**src/shared/scan_pkg.sv**
```systemverilog
package scan_pkg;

   // ----------------------------------------------------------------
   // Sizes of the I/O images and of the internal word memory
   // ----------------------------------------------------------------
   localparam int unsigned IN_POINTS  = 16;
   localparam int unsigned OUT_POINTS = 16;
   localparam int unsigned MEM_WORDS  = 16;
   localparam int unsigned ADDR_W     = 4;

   // Word that holds the output image, and first word of the latched area.
   localparam logic [ADDR_W-1:0] OUT_WORD_ADDR   = 4'h0;
   localparam logic [ADDR_W-1:0] LATCH_BASE_ADDR = 4'h8;

   // ----------------------------------------------------------------
   // Timing: scan times are counted in 0.1 ms units at a 50 MHz clock
   // ----------------------------------------------------------------
   localparam int unsigned CLOCK_PERIOD_NS = 20;
   localparam int unsigned SCAN_UNIT_NS    = 100000;
   localparam int unsigned UNIT_CYCLES     = SCAN_UNIT_NS / CLOCK_PERIOD_NS;

   // Reset values of the scan time registers, and the value at which the scan time count saturates.
   localparam logic [15:0] SCAN_TIME_RESET = 16'h0000;
   localparam logic [15:0] MIN_TIME_RESET  = 16'hFFFF;
   localparam logic [15:0] TIME_SATURATE   = 16'hFFFF;

   // ----------------------------------------------------------------
   // Types
   // ----------------------------------------------------------------
   typedef enum logic [2:0] {ST_STOPPED, ST_SAMPLE, ST_EVAL, ST_ISR, ST_REFRESH} scan_state_t;

   // Memory write from the program evaluator.
   typedef struct packed {
      logic              valid;
      logic [ADDR_W-1:0] addr;
      logic [15:0]       data;
   } mem_write_t;

   // Direct refresh request: read samples inputs, write drives outputs.
   typedef struct packed {
      logic read_inputs;
      logic write_outputs;
   } direct_ref_t;

   // Scan time report.
   typedef struct packed {
      logic [15:0] current;
      logic [15:0] minimum;
      logic [15:0] maximum;
   } scan_times_t;

endpackage

```
**src/rtl/plc_scan_cycle_sequencer.sv**
```systemverilog
// Function
// - Sample all inputs at each scan start.
// - Freeze input image until next scan.
// - Evaluate program on stored image until end.
// - Store results; upper memory words are latched.
// - On end, copy output image to pins.
// - Current scan time in 0.1 ms units.
// - Keep minimum and maximum scan time.
// - Interrupt suspends scan, runs subroutine, resumes.
// - Direct refresh accesses I/O mid evaluation.
`timescale 1ns/1ns
module plc_scan_cycle_sequencer
#(
   parameter int unsigned UNIT_CYCLES_P = scan_pkg::UNIT_CYCLES
)
(
   // Clock and reset
   input  wire logic                          clock,
   input  wire logic                          sys_rst,
   // Run control from the controller
   input  wire logic                          run,
   // Physical points
   input  wire logic [scan_pkg::IN_POINTS-1:0]  in_pins,
   output logic      [scan_pkg::OUT_POINTS-1:0] out_pins,
   // Program evaluator
   output logic                               eval_start,
   output logic      [scan_pkg::IN_POINTS-1:0]  input_image,
   output logic                               eval_suspend,
   input  wire logic                          end_reached,
   input  wire scan_pkg::mem_write_t          mem_write,
   input  wire logic [scan_pkg::ADDR_W-1:0]   rd_addr,
   output logic      [15:0]                   rd_data,
   input  wire scan_pkg::direct_ref_t         direct_ref,
   // Interrupt subroutine handshake
   input  wire logic                          irq,
   output logic                               isr_start,
   input  wire logic                          isr_done,
   // Status
   output scan_pkg::scan_state_t              scan_state,
   output scan_pkg::scan_times_t              scan_times
);
   import scan_pkg::*;

   // ----------------------------------------------------------------
   // State of the block
   // ----------------------------------------------------------------
   typedef struct packed {
      scan_state_t              fsm;
      logic [IN_POINTS-1:0]     sync_a;
      logic [IN_POINTS-1:0]     sync_b;
      logic [IN_POINTS-1:0]     sync_c;
      logic [IN_POINTS-1:0]     in_stable;
      logic [IN_POINTS-1:0]     in_image;
      logic [OUT_POINTS-1:0]    out_pins;
      logic [MEM_WORDS-1:0][15:0] mem;
      logic [15:0]              rd_data;
      logic                     eval_start;
      logic                     isr_start;
      logic                     suspend;
      logic                     irq_pending;
      logic                     first_scan;
      logic [15:0]              unit_cnt;
      logic [15:0]              scan_units;
      logic [15:0]              cur_time;
      logic [15:0]              min_time;
      logic [15:0]              max_time;
   } block_state_t;

   block_state_t state;
   block_state_t next_state;

   // ----------------------------------------------------------------
   // Next state
   // ----------------------------------------------------------------
   // One process computes every register's next value from the state.
   always_comb
   begin
      next_state            = state;
      next_state.eval_start = 1'b0;
      next_state.isr_start  = 1'b0;

      // Inputs pass three flops; a bit is taken once the last two agree.
      next_state.sync_a = in_pins;
      next_state.sync_b = state.sync_a;
      next_state.sync_c = state.sync_b;
      for (int i = 0; i < IN_POINTS; i++)
      begin
         if (state.sync_b[i] == state.sync_c[i])
         begin
            next_state.in_stable[i] = state.sync_c[i];
         end
      end

      // Registered read port of the word memory.
      next_state.rd_data = state.mem[rd_addr];

      // Program results land in memory while the scan evaluates.
      if (mem_write.valid && (state.fsm == ST_EVAL || state.fsm == ST_ISR))
      begin
         next_state.mem[mem_write.addr] = mem_write.data;
      end

      // An interrupt request is held until the scan can take it; the clear on taking it wins.
      if (irq)
      begin
         next_state.irq_pending = 1'b1;
      end

      // Scan duration in 0.1 ms units, counted from the sampling phase.
      if (state.fsm != ST_STOPPED)
      begin
         if (state.unit_cnt == 16'(UNIT_CYCLES_P - 1))
         begin
            next_state.unit_cnt = 16'h0000;
            if (state.scan_units != TIME_SATURATE)
            begin
               next_state.scan_units = state.scan_units + 16'h0001;
            end
         end
         else
         begin
            next_state.unit_cnt = state.unit_cnt + 16'h0001;
         end
      end

      case (state.fsm)
         ST_STOPPED:
         begin
            if (run)
            begin
               // Non-latched words restart from zero on entry to run.
               for (int w = 0; w < MEM_WORDS; w++)
               begin
                  if (w < int'(LATCH_BASE_ADDR))
                  begin
                     next_state.mem[w] = 16'h0000;
                  end
               end
               next_state.first_scan = 1'b1;
               next_state.fsm        = ST_SAMPLE;
            end
         end
         ST_SAMPLE:
         begin
            // The image is taken here and nowhere else except direct refresh.
            next_state.in_image   = state.in_stable;
            next_state.unit_cnt   = 16'h0000;
            next_state.scan_units = 16'h0000;
            next_state.eval_start = 1'b1;
            next_state.fsm        = ST_EVAL;
         end
         ST_EVAL:
         begin
            if (end_reached)
            begin
               next_state.fsm = ST_REFRESH;
            end
            else if (state.irq_pending || irq)
            begin
               next_state.irq_pending = 1'b0;
               next_state.isr_start   = 1'b1;
               next_state.fsm         = ST_ISR;
            end
            else
            begin
               if (direct_ref.read_inputs)
               begin
                  next_state.in_image = state.in_stable;
               end
               if (direct_ref.write_outputs)
               begin
                  next_state.out_pins = state.mem[OUT_WORD_ADDR];
               end
            end
         end
         ST_ISR:
         begin
            if (isr_done)
            begin
               next_state.fsm = ST_EVAL;
            end
         end
         ST_REFRESH:
         begin
            next_state.out_pins = state.mem[OUT_WORD_ADDR];
            next_state.cur_time = state.scan_units;
            if (state.first_scan || state.scan_units < state.min_time)
            begin
               next_state.min_time = state.scan_units;
            end
            if (state.first_scan || state.scan_units > state.max_time)
            begin
               next_state.max_time = state.scan_units;
            end
            next_state.first_scan = 1'b0;
            next_state.fsm        = run ? ST_SAMPLE : ST_STOPPED;
         end
         default:
         begin
            next_state.fsm = ST_STOPPED;
         end
      endcase

      // The suspend flag is registered so that the evaluator sees a clean level.
      next_state.suspend = (next_state.fsm == ST_ISR);
   end

   // ----------------------------------------------------------------
   // State register
   // ----------------------------------------------------------------
   // Every field resets to a constant; the latched words start at zero.
   always_ff @(posedge clock or posedge sys_rst)
   begin
      if (sys_rst)
      begin
         state          <= '0;
         state.fsm      <= ST_STOPPED;
         state.cur_time <= SCAN_TIME_RESET;
         state.min_time <= MIN_TIME_RESET;
         state.max_time <= SCAN_TIME_RESET;
      end
      else
      begin
         state <= next_state;
      end
   end

   // ----------------------------------------------------------------
   // Outputs, all straight from the state register
   // ----------------------------------------------------------------
   assign out_pins           = state.out_pins;
   assign eval_start         = state.eval_start;
   assign input_image        = state.in_image;
   assign eval_suspend       = state.suspend;
   assign rd_data            = state.rd_data;
   assign isr_start          = state.isr_start;
   assign scan_state         = state.fsm;
   assign scan_times.current = state.cur_time;
   assign scan_times.minimum = state.min_time;
   assign scan_times.maximum = state.max_time;

endmodule // plc_scan_cycle_sequencer

```
**config.mk**
```make
export PLATFORM = sky130hd
export DESIGN_NAME = plc_scan_cycle_sequencer
export DESIGN_NICKNAME = d
export VERILOG_FILES = /design/src/shared/scan_pkg.sv /design/src/rtl/plc_scan_cycle_sequencer.sv
export SDC_FILE = /design/constraint.sdc
export NUM_CORES = 1
export LEC_CHECK = 0
export ABC_AREA = 1
export ABC_CLOCK_PERIOD_IN_PS = 40000
export BUFFER_PORTS_ARGS = -buffer_cell sky130_fd_sc_hd__clkbuf_2
export CAP_MARGIN = 20
export CORE_MARGIN = 1.5
export CORE_UTILIZATION = 65
export CTS_CLUSTER_DIAMETER = 150
export CTS_CLUSTER_SIZE = 14
export DETAILED_ROUTE_END_ITERATION = 7
export GPL_TIMING_DRIVEN = 0
export PLACE_DENSITY = 0.85
export SYNTH_ARGS = -nofsm -noshare
export SYNTH_HDL_FRONTEND = slang
export SYNTH_SLANG_ARGS = --single-unit
```
**constraint.sdc**
```tcl
create_clock -name clock -period 40 [get_ports clock]
set_input_delay 0 -clock clock [delete_from_list [all_inputs] [get_ports clock]]
set_output_delay 0 -clock clock [all_outputs]
set_load 0.01 [all_outputs]
```
==> Yosys cells after proc, flatten, opt, wreduce, memory -nomap -nowiden <==
Index checks and enable logic that the tools add are counted.
{ "classes": {"addsub": 2, "multipliers": 0, "div_mod_pow": 0, "order_cmp": 5, "eq_ne": 28, "shifts": 0, "mux": 35, "bitwise_logic": 0, "reduce_logical": 20} }
{ "op_table": {"columns": ["operator", "n"], "rows": [
  ["$mux W128", 3],
  ["$bwmux W256", 1],
  ["$mux W32", 4],
  ["$mux W16", 7],
  ["$bmux W16 S4", 1],
  ["$demux W16 S4", 1],
  ["$pmux W16 S2", 2],
  ["$add A16 B1 Y16 const B", 2],
  ["$eq A1 B1 Y1", 16],
  ["$eq A16 B13 Y1 const B", 1],
  ["$gt A16 B16 Y1", 1],
  ["$lt A16 B16 Y1", 1],
  ["$ne A16 B16 Y1 const B", 1],
  ["$pmux W3 S5", 1],
  ["$mux W3", 4],
  ["$reduce_bool A2 Y1", 6],
  ["$lt A4 B5 Y1 const B", 2],
  ["$mux W1", 10],
  ["$ne A2 B2 Y1 const B", 5],
  ["$eq A3 B2 Y1 const B", 3],
  ["$reduce_and A4 Y1", 2],
  ["$reduce_and A2 Y1", 3],
  ["$ge A4 B1 Y1 const B", 1],
  ["$logic_or A1 B1 Y1", 4],
  ["7 further kinds", 8]
]} }
{ "totals": {"reg_bits": 456, "latchBits": 0, "ramBits": 0, "romBits": 0, "inputBits": 49, "n_memories": 0} }

==> Depth between registers and ports, before layout <==
Gate-level depths: netlist (run 1).
{ "logic_depth": {"ltp_word": 8, "mapped_depth": 17, "mapped_depth_nobuf": 16} }

==> Least setup slack after synthesis (run 1) <==
No wires, ideal clock.
{ "synth_timing": {"path_kind": "register -> register", "start": "reg state[58] (netlist name)", "end": "reg state, in the netlist scan_times[0]", "setup_time_ps": 117, "t_arrival_ps": 1723, "required_ps": 39883, "setup_slack_ps": 38160, "stages_incl_launch_ff": 14, "n_path_buf": 1, "synth_period_minus_slack_ps": 1840, "path_cell_list": "dfrtp_1 ha_1 nand2_1 inv_1 nand3_1 nor2_1 nand2_1 nand2_1 nand2_1 nand2_1 nand2_1 buf_2 nand2_1 nand2_1"} }
{ "synth_via": {"elab_chain_len": 3} }
{ "synth_rtl": {"columns": ["element", "line", "text"], "rows": [
  ["start, declared", "plc_scan_cycle_sequencer.sv:69", "block_state_t state;"],
  ["start signal, assigned", "plc_scan_cycle_sequencer.sv:224", "state <= next_state;"],
  ["$gt A16 B16 Y1", "plc_scan_cycle_sequencer.sv:191", "if (state.first_scan || state.scan_units > state.max_time)"],
  ["$logic_or A1 B1 Y1", "plc_scan_cycle_sequencer.sv:191", null],
  ["$reduce_and A2 Y1 (no line)", null, null]
]} }
Every way passes these cells.
A chain may end at the register's enable or synchronous reset.

==> Worst setup path after layout (run 1) <==
{ "layout_timing": {"start": "reg state, in the netlist scan_state[2]", "end": "reg state[301] (netlist name)"} }
{ "layout_via": {"elab_chain_len": 3, "elab_cells_between_ends": 4, "cone_classes": "eq/ne (2); reduce/logical (2)"} }
{ "layout_rtl": {"columns": ["element", "line", "text"], "rows": [
  ["$eq A3 B2 Y1", "plc_scan_cycle_sequencer.sv:98", "if (mem_write.valid && (state.fsm == ST_EVAL || state.fsm == ST_ISR))"],
  ["$logic_or A1 B1 Y1 (*)", "plc_scan_cycle_sequencer.sv:98", null],
  ["$logic_and A1 B1 Y1 (*)", "plc_scan_cycle_sequencer.sv:98", null]
]} }
Every way passes the cells marked *; elsewhere a longest branch is shown, timed or not.

==> results.ini, run 1 <==
[cts]
insertion_delay_ns=0.55
htreeDepth=2
cts-root-buf=clkbuf_16
cts_buffers=38
post-cts-setup-buffers=0
clk_pin_slew_ns=0.07
tritoncts=built
clk_path_buf_depth=3
cts.sinks=456

[timing]
rsz0062_at_grt=no
tightest_slew_ns=1.10
maxSlewViolCount=0
setup_viol=0
finalHoldViolations=0
clock_skew_ns=0.0173
relSlewSlack_pct=26.4
fmax_mhz=419
post-route-period-util_pct=5.97
tns_ns=0
fin_crit_ns=2.39

[synth]
postSynthCellCount=2204
synth_area_per_cell_um2=9.46
yosys_warnings=0
ys_types=43
synth_top_area_share_pct=52.8
yosysTopAreaCell=dfrtp_1
synthTopCellsByArea=dfrtp_1 53%, o21ai_0 8.5%, nand2_1 6.1%, a21oi_1 5.2%, buf_4 3.7%
yosys_register_bits=456
syn_area_mm2=0.0209
seq_area_frac_synth_pct=54.8
syn-num-nets=2286

[floorplanning]
fp.dieArea_mm2=0.0332
die_x_um=182
start_util_pct=66.1
die_h_um=182
num_io_pins=151
design.core.area_mm2=0.0316
row_count=65

[final_layout]
areaGrowthSynthToFinish_pct=13.7
fin_util_pct=75.2
fin_nets=2520
final_common_cell=dfrtp_1
final_cell_mix=440 x dfrtp_1, 354 x o21ai_0, 338 x nand2_1, 215 x a21oi_1, 166 x inv_1
drive_above_1_share_pct=17.4
diodes=0

[global_route]
grt_pass1_wl_mm=101
antenna_found_initial=0
grt_pass1_vias=17607
grt_overflow_total=0
grt.total_usage_pct=40.1
grt_max_degree=137

[pwr]
power_per_cell_area_mw_per_mm2=57.2
leakage_nw=11.5
peakVddDrop_v=0.0000497
pwr-share-seq_pct=46.9
comb_power_share_pct=27.3
power.share.clock_pct=25.8
power_switching_w=0.000462
p_int_w=0.000894
p_sw_share_pct=34.1

[worst_setup_path]
critPathCaptureType=register
worstPathMaxFanout=10
arrival_ns=2.75
critPathKind=reg -> reg
rrSetupSlack_ns=37.61
required_ns=40.37
startpoint_type=register

[route]
wire_per_inst_um=22.9
ant_nets=0
drt_iter0_drc=2268
via_per_inst=6.26
remaining_drc_errors=0
routed_wl_mm=65.6
num_vias=17879
dr.pass1.iters=8

[placed_design]
gp_congestion=1.01
port_buffers=146
hpwl_mm=43.9

[worst_hold_path]
hp-class=in -> reg

[run_status]
outcome=finished clean

[run]
maxCapViolCount=0

-- path summary, 6_finish.rpt --
kind | start | endpoint | cells past startpoint
max in group asynchronous | sys_rst | state[108] | 6
min reg2reg | next_state[425] | next_state[409] | 0
min | direct_ref[0] | out_pins[10] | 5
min in group asynchronous | sys_rst | rd_data[13] | 3
max reg2reg | scan_state[2] | state[301] | 7
max | scan_state[2] | state[301] | 7
-- flip-flops by register name (all words and copies together), names as in the netlist --
name          cells
state           322
eval_suspend      1
isr_start         1
input_image      16
out_pins         16
scan_times       48
next_state       32
rd_data          16
scan_state        3
eval_start        1
-- synth_stat cells (all sizes together) --
| master | number |
|---|---|
| ha | 33 |
| mux2 | 31 |
| clkinv | 1 |
| clkbuf | 82 |
| a21oi | 215 |
| dfstp | 16 |
| nand4 | 14 |
| nand3b | 2 |
| nor3 | 20 |
| o211ai | 63 |
| o31ai | 2 |
| maj3 | 16 |
| o21ai | 370 |
| dfrtp | 440 |
| a221oi | 1 |
| xnor2 | 1 |
| mux2i | 64 |
| inv | 176 |
| a31oi | 4 |
| nand3 | 70 |
| nor4 | 3 |
| nand2 | 347 |
| xor2 | 13 |
| buf | 160 |
| a21o | 1 |
| nor2 | 59 |
-- stage by stage --
step           setup WS [ns]  hold slack, ns  power, W  std cells  cell area (µm²)
2_1_floorplan          27.31          0.0314  0.000863       2204            20900
4_1_cts                37.72        0.000283   0.00134       2857            23700
5_1_grt                37.47          0.0717   0.00141       2858            23700
3_3_place_gp           23.17           0.109  0.000968       2752            22100
3_5_place_dp           37.75          0.0842  0.000987       2756            22200
6_report               37.61          0.0239   0.00136       2858            23700
-- routing by layer --
metal / wire length, µm / track usage, % / up-vias
li1: - / - / 7758
met1: 24800 / 52.2 / 8651
met2: 29100 / 61.4 / 1198
met3: 7500 / 10.7 / 272
met4: 4190 / 22.5 / 0
met5: 0 / 0 / -
-- cell families after synthesis --
logic type / after synthesis / share of synthesized area (%)
compound gates: 656 / 16.7
xor+xnor: 14 / 0.588
fa+ha+maj: 49 / 2.75
buf+inv: 419 / 9.78
flops: 456 / 54.8
mux: 95 / 4.89
simple gates: 515 / 10.5
-- cell type report --
type                    count  area, µm²
plain buffers             242       1380
clock buffers              55       1040
clock inverters             3       37.5
fillers                  2196       7830
inverters                 177        672
multi-input cells        1329       7390
flip-flops and latches    456      11400
well taps                 402        503
repair buffers            194       1280
-- timing repair --
| action | in CTS | in global routing |
|---|---|---|
| gates resized for setup | 0 | 0 |
| hold endpoints to repair | 199 | 1 |
| hold buffers | 43 | 1 |
-- critical path, stage by stage, from the launching register on --
cell	delay, ns
dfrtp_1	0.52
inv_2	0.15
nand3_1	0.29
nor2_1	0.32
nand2_1	0.28
clkbuf_1	0.37
nand2_1	0.15
o21ai_0	0.12
-- power by group through the flow --
stage	Sequential, W	Clock, W	Combinational, W
after global placement	0.000631	0	0.000336
final	0.000637	0.000350	0.000370
after global routing	0.000644	0.000367	0.000403
after floorplan	0.000616	0	0.000247
after detailed placement	0.000636	0	0.000352
after CTS	0.000630	0.000349	0.000359
Power figures use the tool's default switching activity.
==> inputs of run 2 (changes only) <==
Settings changed: ABC_CLOCK_PERIOD_IN_PS 40000 to 2100, CORE_UTILIZATION 65 to 55, PLACE_DENSITY 0.85 to 0.77.
Clock period 40 ns to 2.1 ns, I/O delays scaled along.
==> run 2 against run 1 <==
Net effect: critical path depth grew 6; clock power grew to 19 times the previous value; power grew to 19 times the previous value; setup slack lost 38 ns; combinational power grew to 20 times the previous value; global-route usage shrank 7.3 points; sequential cell count is the same; via count shrank 2.3%; non-clock buffer count grew 30; critical path type unchanged; critical endpoint is now scan_times[31]; largest cell class unchanged.
==> results.ini, run 2 (synthesized netlist as in run 1, its figures left out) <==
[pwr]
leakage_nw=11.8  ; +2.2%
peakVddDrop_v=0.000641  ; +1200%
power_per_cell_area_mw_per_mm2=1060  ; +1800%
power_w=0.0259  ; +1800%

[placed_design]
hpwl_mm=44.2  ; +0.62%
gp_congestion=0.991  ; -1.8%
port_buffers=146  ; unchanged

[timing]
rsz0062_at_grt=yes
tns_ns=0  ; unchanged
post-route-period-util_pct=99.3  ; +93 points
tightest_slew_ns=1.13  ; +0.0276 ns
clock_skew_ns=0.0184  ; +0.00109 ns
fmax_mhz=480  ; +14%
setup_viol=0  ; unchanged
relSlewSlack_pct=24.6  ; -1.8 points
finalHoldViolations=0  ; unchanged
fin_crit_ns=2.08  ; -0.302 ns
maxSlewViolCount=0  ; unchanged

[global_route]
grt_max_degree=46  ; -66%
grt_pass1_vias=16973  ; -3.6%
grt_pass1_wl_mm=97.0  ; -3.4%
grt_overflow_total=0  ; unchanged
grt.total_usage_pct=32.8  ; -7.3 points
antenna_found_initial=0  ; unchanged

[route]
wire_per_inst_um=21.4  ; -6.8%
routed_wl_mm=64.1  ; -2.3%
dr.pass1.iters=8  ; unchanged
remaining_drc_errors=0  ; unchanged
drt_iter0_drc=1916  ; -16%
ant_nets=0  ; unchanged
via_per_inst=5.83  ; -6.8%
num_vias=17473  ; -2.3%

[cts]
cts_buffers=38  ; unchanged
insertion_delay_ns=0.58  ; +0.03 ns
cts-root-buf=clkbuf_16
htreeDepth=2  ; unchanged
clk_pin_slew_ns=0.07  ; about the same
tritoncts=built
cts.sinks=456  ; unchanged
clk_path_buf_depth=3  ; unchanged

[worst_setup_path]
rrSetupSlack_ns=0.02  ; -37.60 ns
critPathKind=reg -> reg
arrival_ns=2.60  ; -0.15 ns
required_ns=2.61  ; -37.76 ns
critPathCaptureType=register
startpoint_type=register
worstPathMaxFanout=5  ; -5

[floorplanning]
fp.dieArea_mm2=0.0391  ; +18%
num_io_pins=151  ; unchanged
start_util_pct=55.6  ; -10 points
design.core.area_mm2=0.0375  ; +19%
die_x_um=198  ; +8.6%
row_count=71  ; +9.2%
die_h_um=198  ; +8.6%

[final_layout]
areaGrowthSynthToFinish_pct=17.3
final_common_cell=dfrtp_1
top_register=state
fin_util_pct=65.2  ; -9.9 points
drive_above_1_share_pct=20.7  ; +3.3 points
fin_nets=2550  ; +1.2%
diodes=0  ; unchanged
largest_reg_flops=322  ; unchanged
final_cell_mix=428 x dfrtp_1, 353 x o21ai_0, 315 x nand2_1, 214 x a21oi_1, 165 x inv_1

[worst_hold_path]
hp-class=in -> async

[run_status]
outcome=finished clean

[run]
maxCapViolCount=0  ; unchanged

-- run 2: power breakdown --
| group | total, W | internal, W | switching (W) |
|---|---|---|---|
| Combinational | 0.00727 | 0.00305 | 0.00422 |
| Sequential | 0.0120 | 0.0108 | 0.00123 |
| Clock | 0.00667 | 0.00338 | 0.00329 |
-- run 2: layer usage --
layer / vias up / track usage [%] / wire (µm)
met2: 986 / 50.9 / 28900
met4: 0 / 15.8 / 3360
li1: 7799 / - / -
met3: 178 / 6.98 / 6430
met1: 8510 / 44.1 / 25300
met5: - / 0 / 0
-- run 2: worst paths after layout --
kind,to,cells past startpoint,startpoint
setup / recovery,scan_times[31],13,scan_times[19]
hold / removal,state[340],3,sys_rst
setup reg to reg,scan_times[31],13,scan_times[19]
hold reg to reg,next_state[419],0,next_state[435]
max in group asynchronous,state[410],7,sys_rst
min in group clock,rd_data[15],3,rd_addr[3]
-- run 2: through the flow --
step / setup slack (ns) / cell area, µm² / cells / hold slack [ns]
detailed placement: -0.176 / 22500 / 2872 / 0.110
CTS: 0.0148 / 24000 / 2975 / 0.00648
global placement: -6.43 / 22200 / 2861 / 0.109
finish: 0.0151 / 24500 / 2998 / 0.0554
floorplan: -4.06 / 20900 / 2204 / 0.0314
global route: -0.0989 / 24500 / 2998 / 0.0230
-- run 2: what timing repair did --
item,in CTS,in global routing
hold endpoints to repair,268,0
pin swaps,1,15
cloned,0,1
setup endpoints to repair,143,193
resized for setup,17,70
hold buffers,44,0
buffers inserted,0,22
-- run 2: critical path, cell delays in order, from the launching register on --
cell and delay (ns):
dfstp_2 0.55, inv_1 0.05, ha_1 0.31, a21oi_1 0.15, nand2_1 0.08, nand2_1 0.07, nand2_1 0.10, nand2_1 0.11
nand2_2 0.07, nand2_4 0.13, nand2_8 0.09, clkbuf_16 0.19, nand2_2 0.05, nand2_1 0.06
-- run 2: cell type report --
cell class                      count  area (µm²)
Tap cell                          511         639
Timing Repair Buffer              224        1590
Inverter                          177         668
Clock inverter                      4        71.3
Multi-Input combinational cell   1329        7620
Buffer                            242        1410
Clock buffer                       55        1010
Fill cell                        3014       13000
Sequential cell                   456       11400
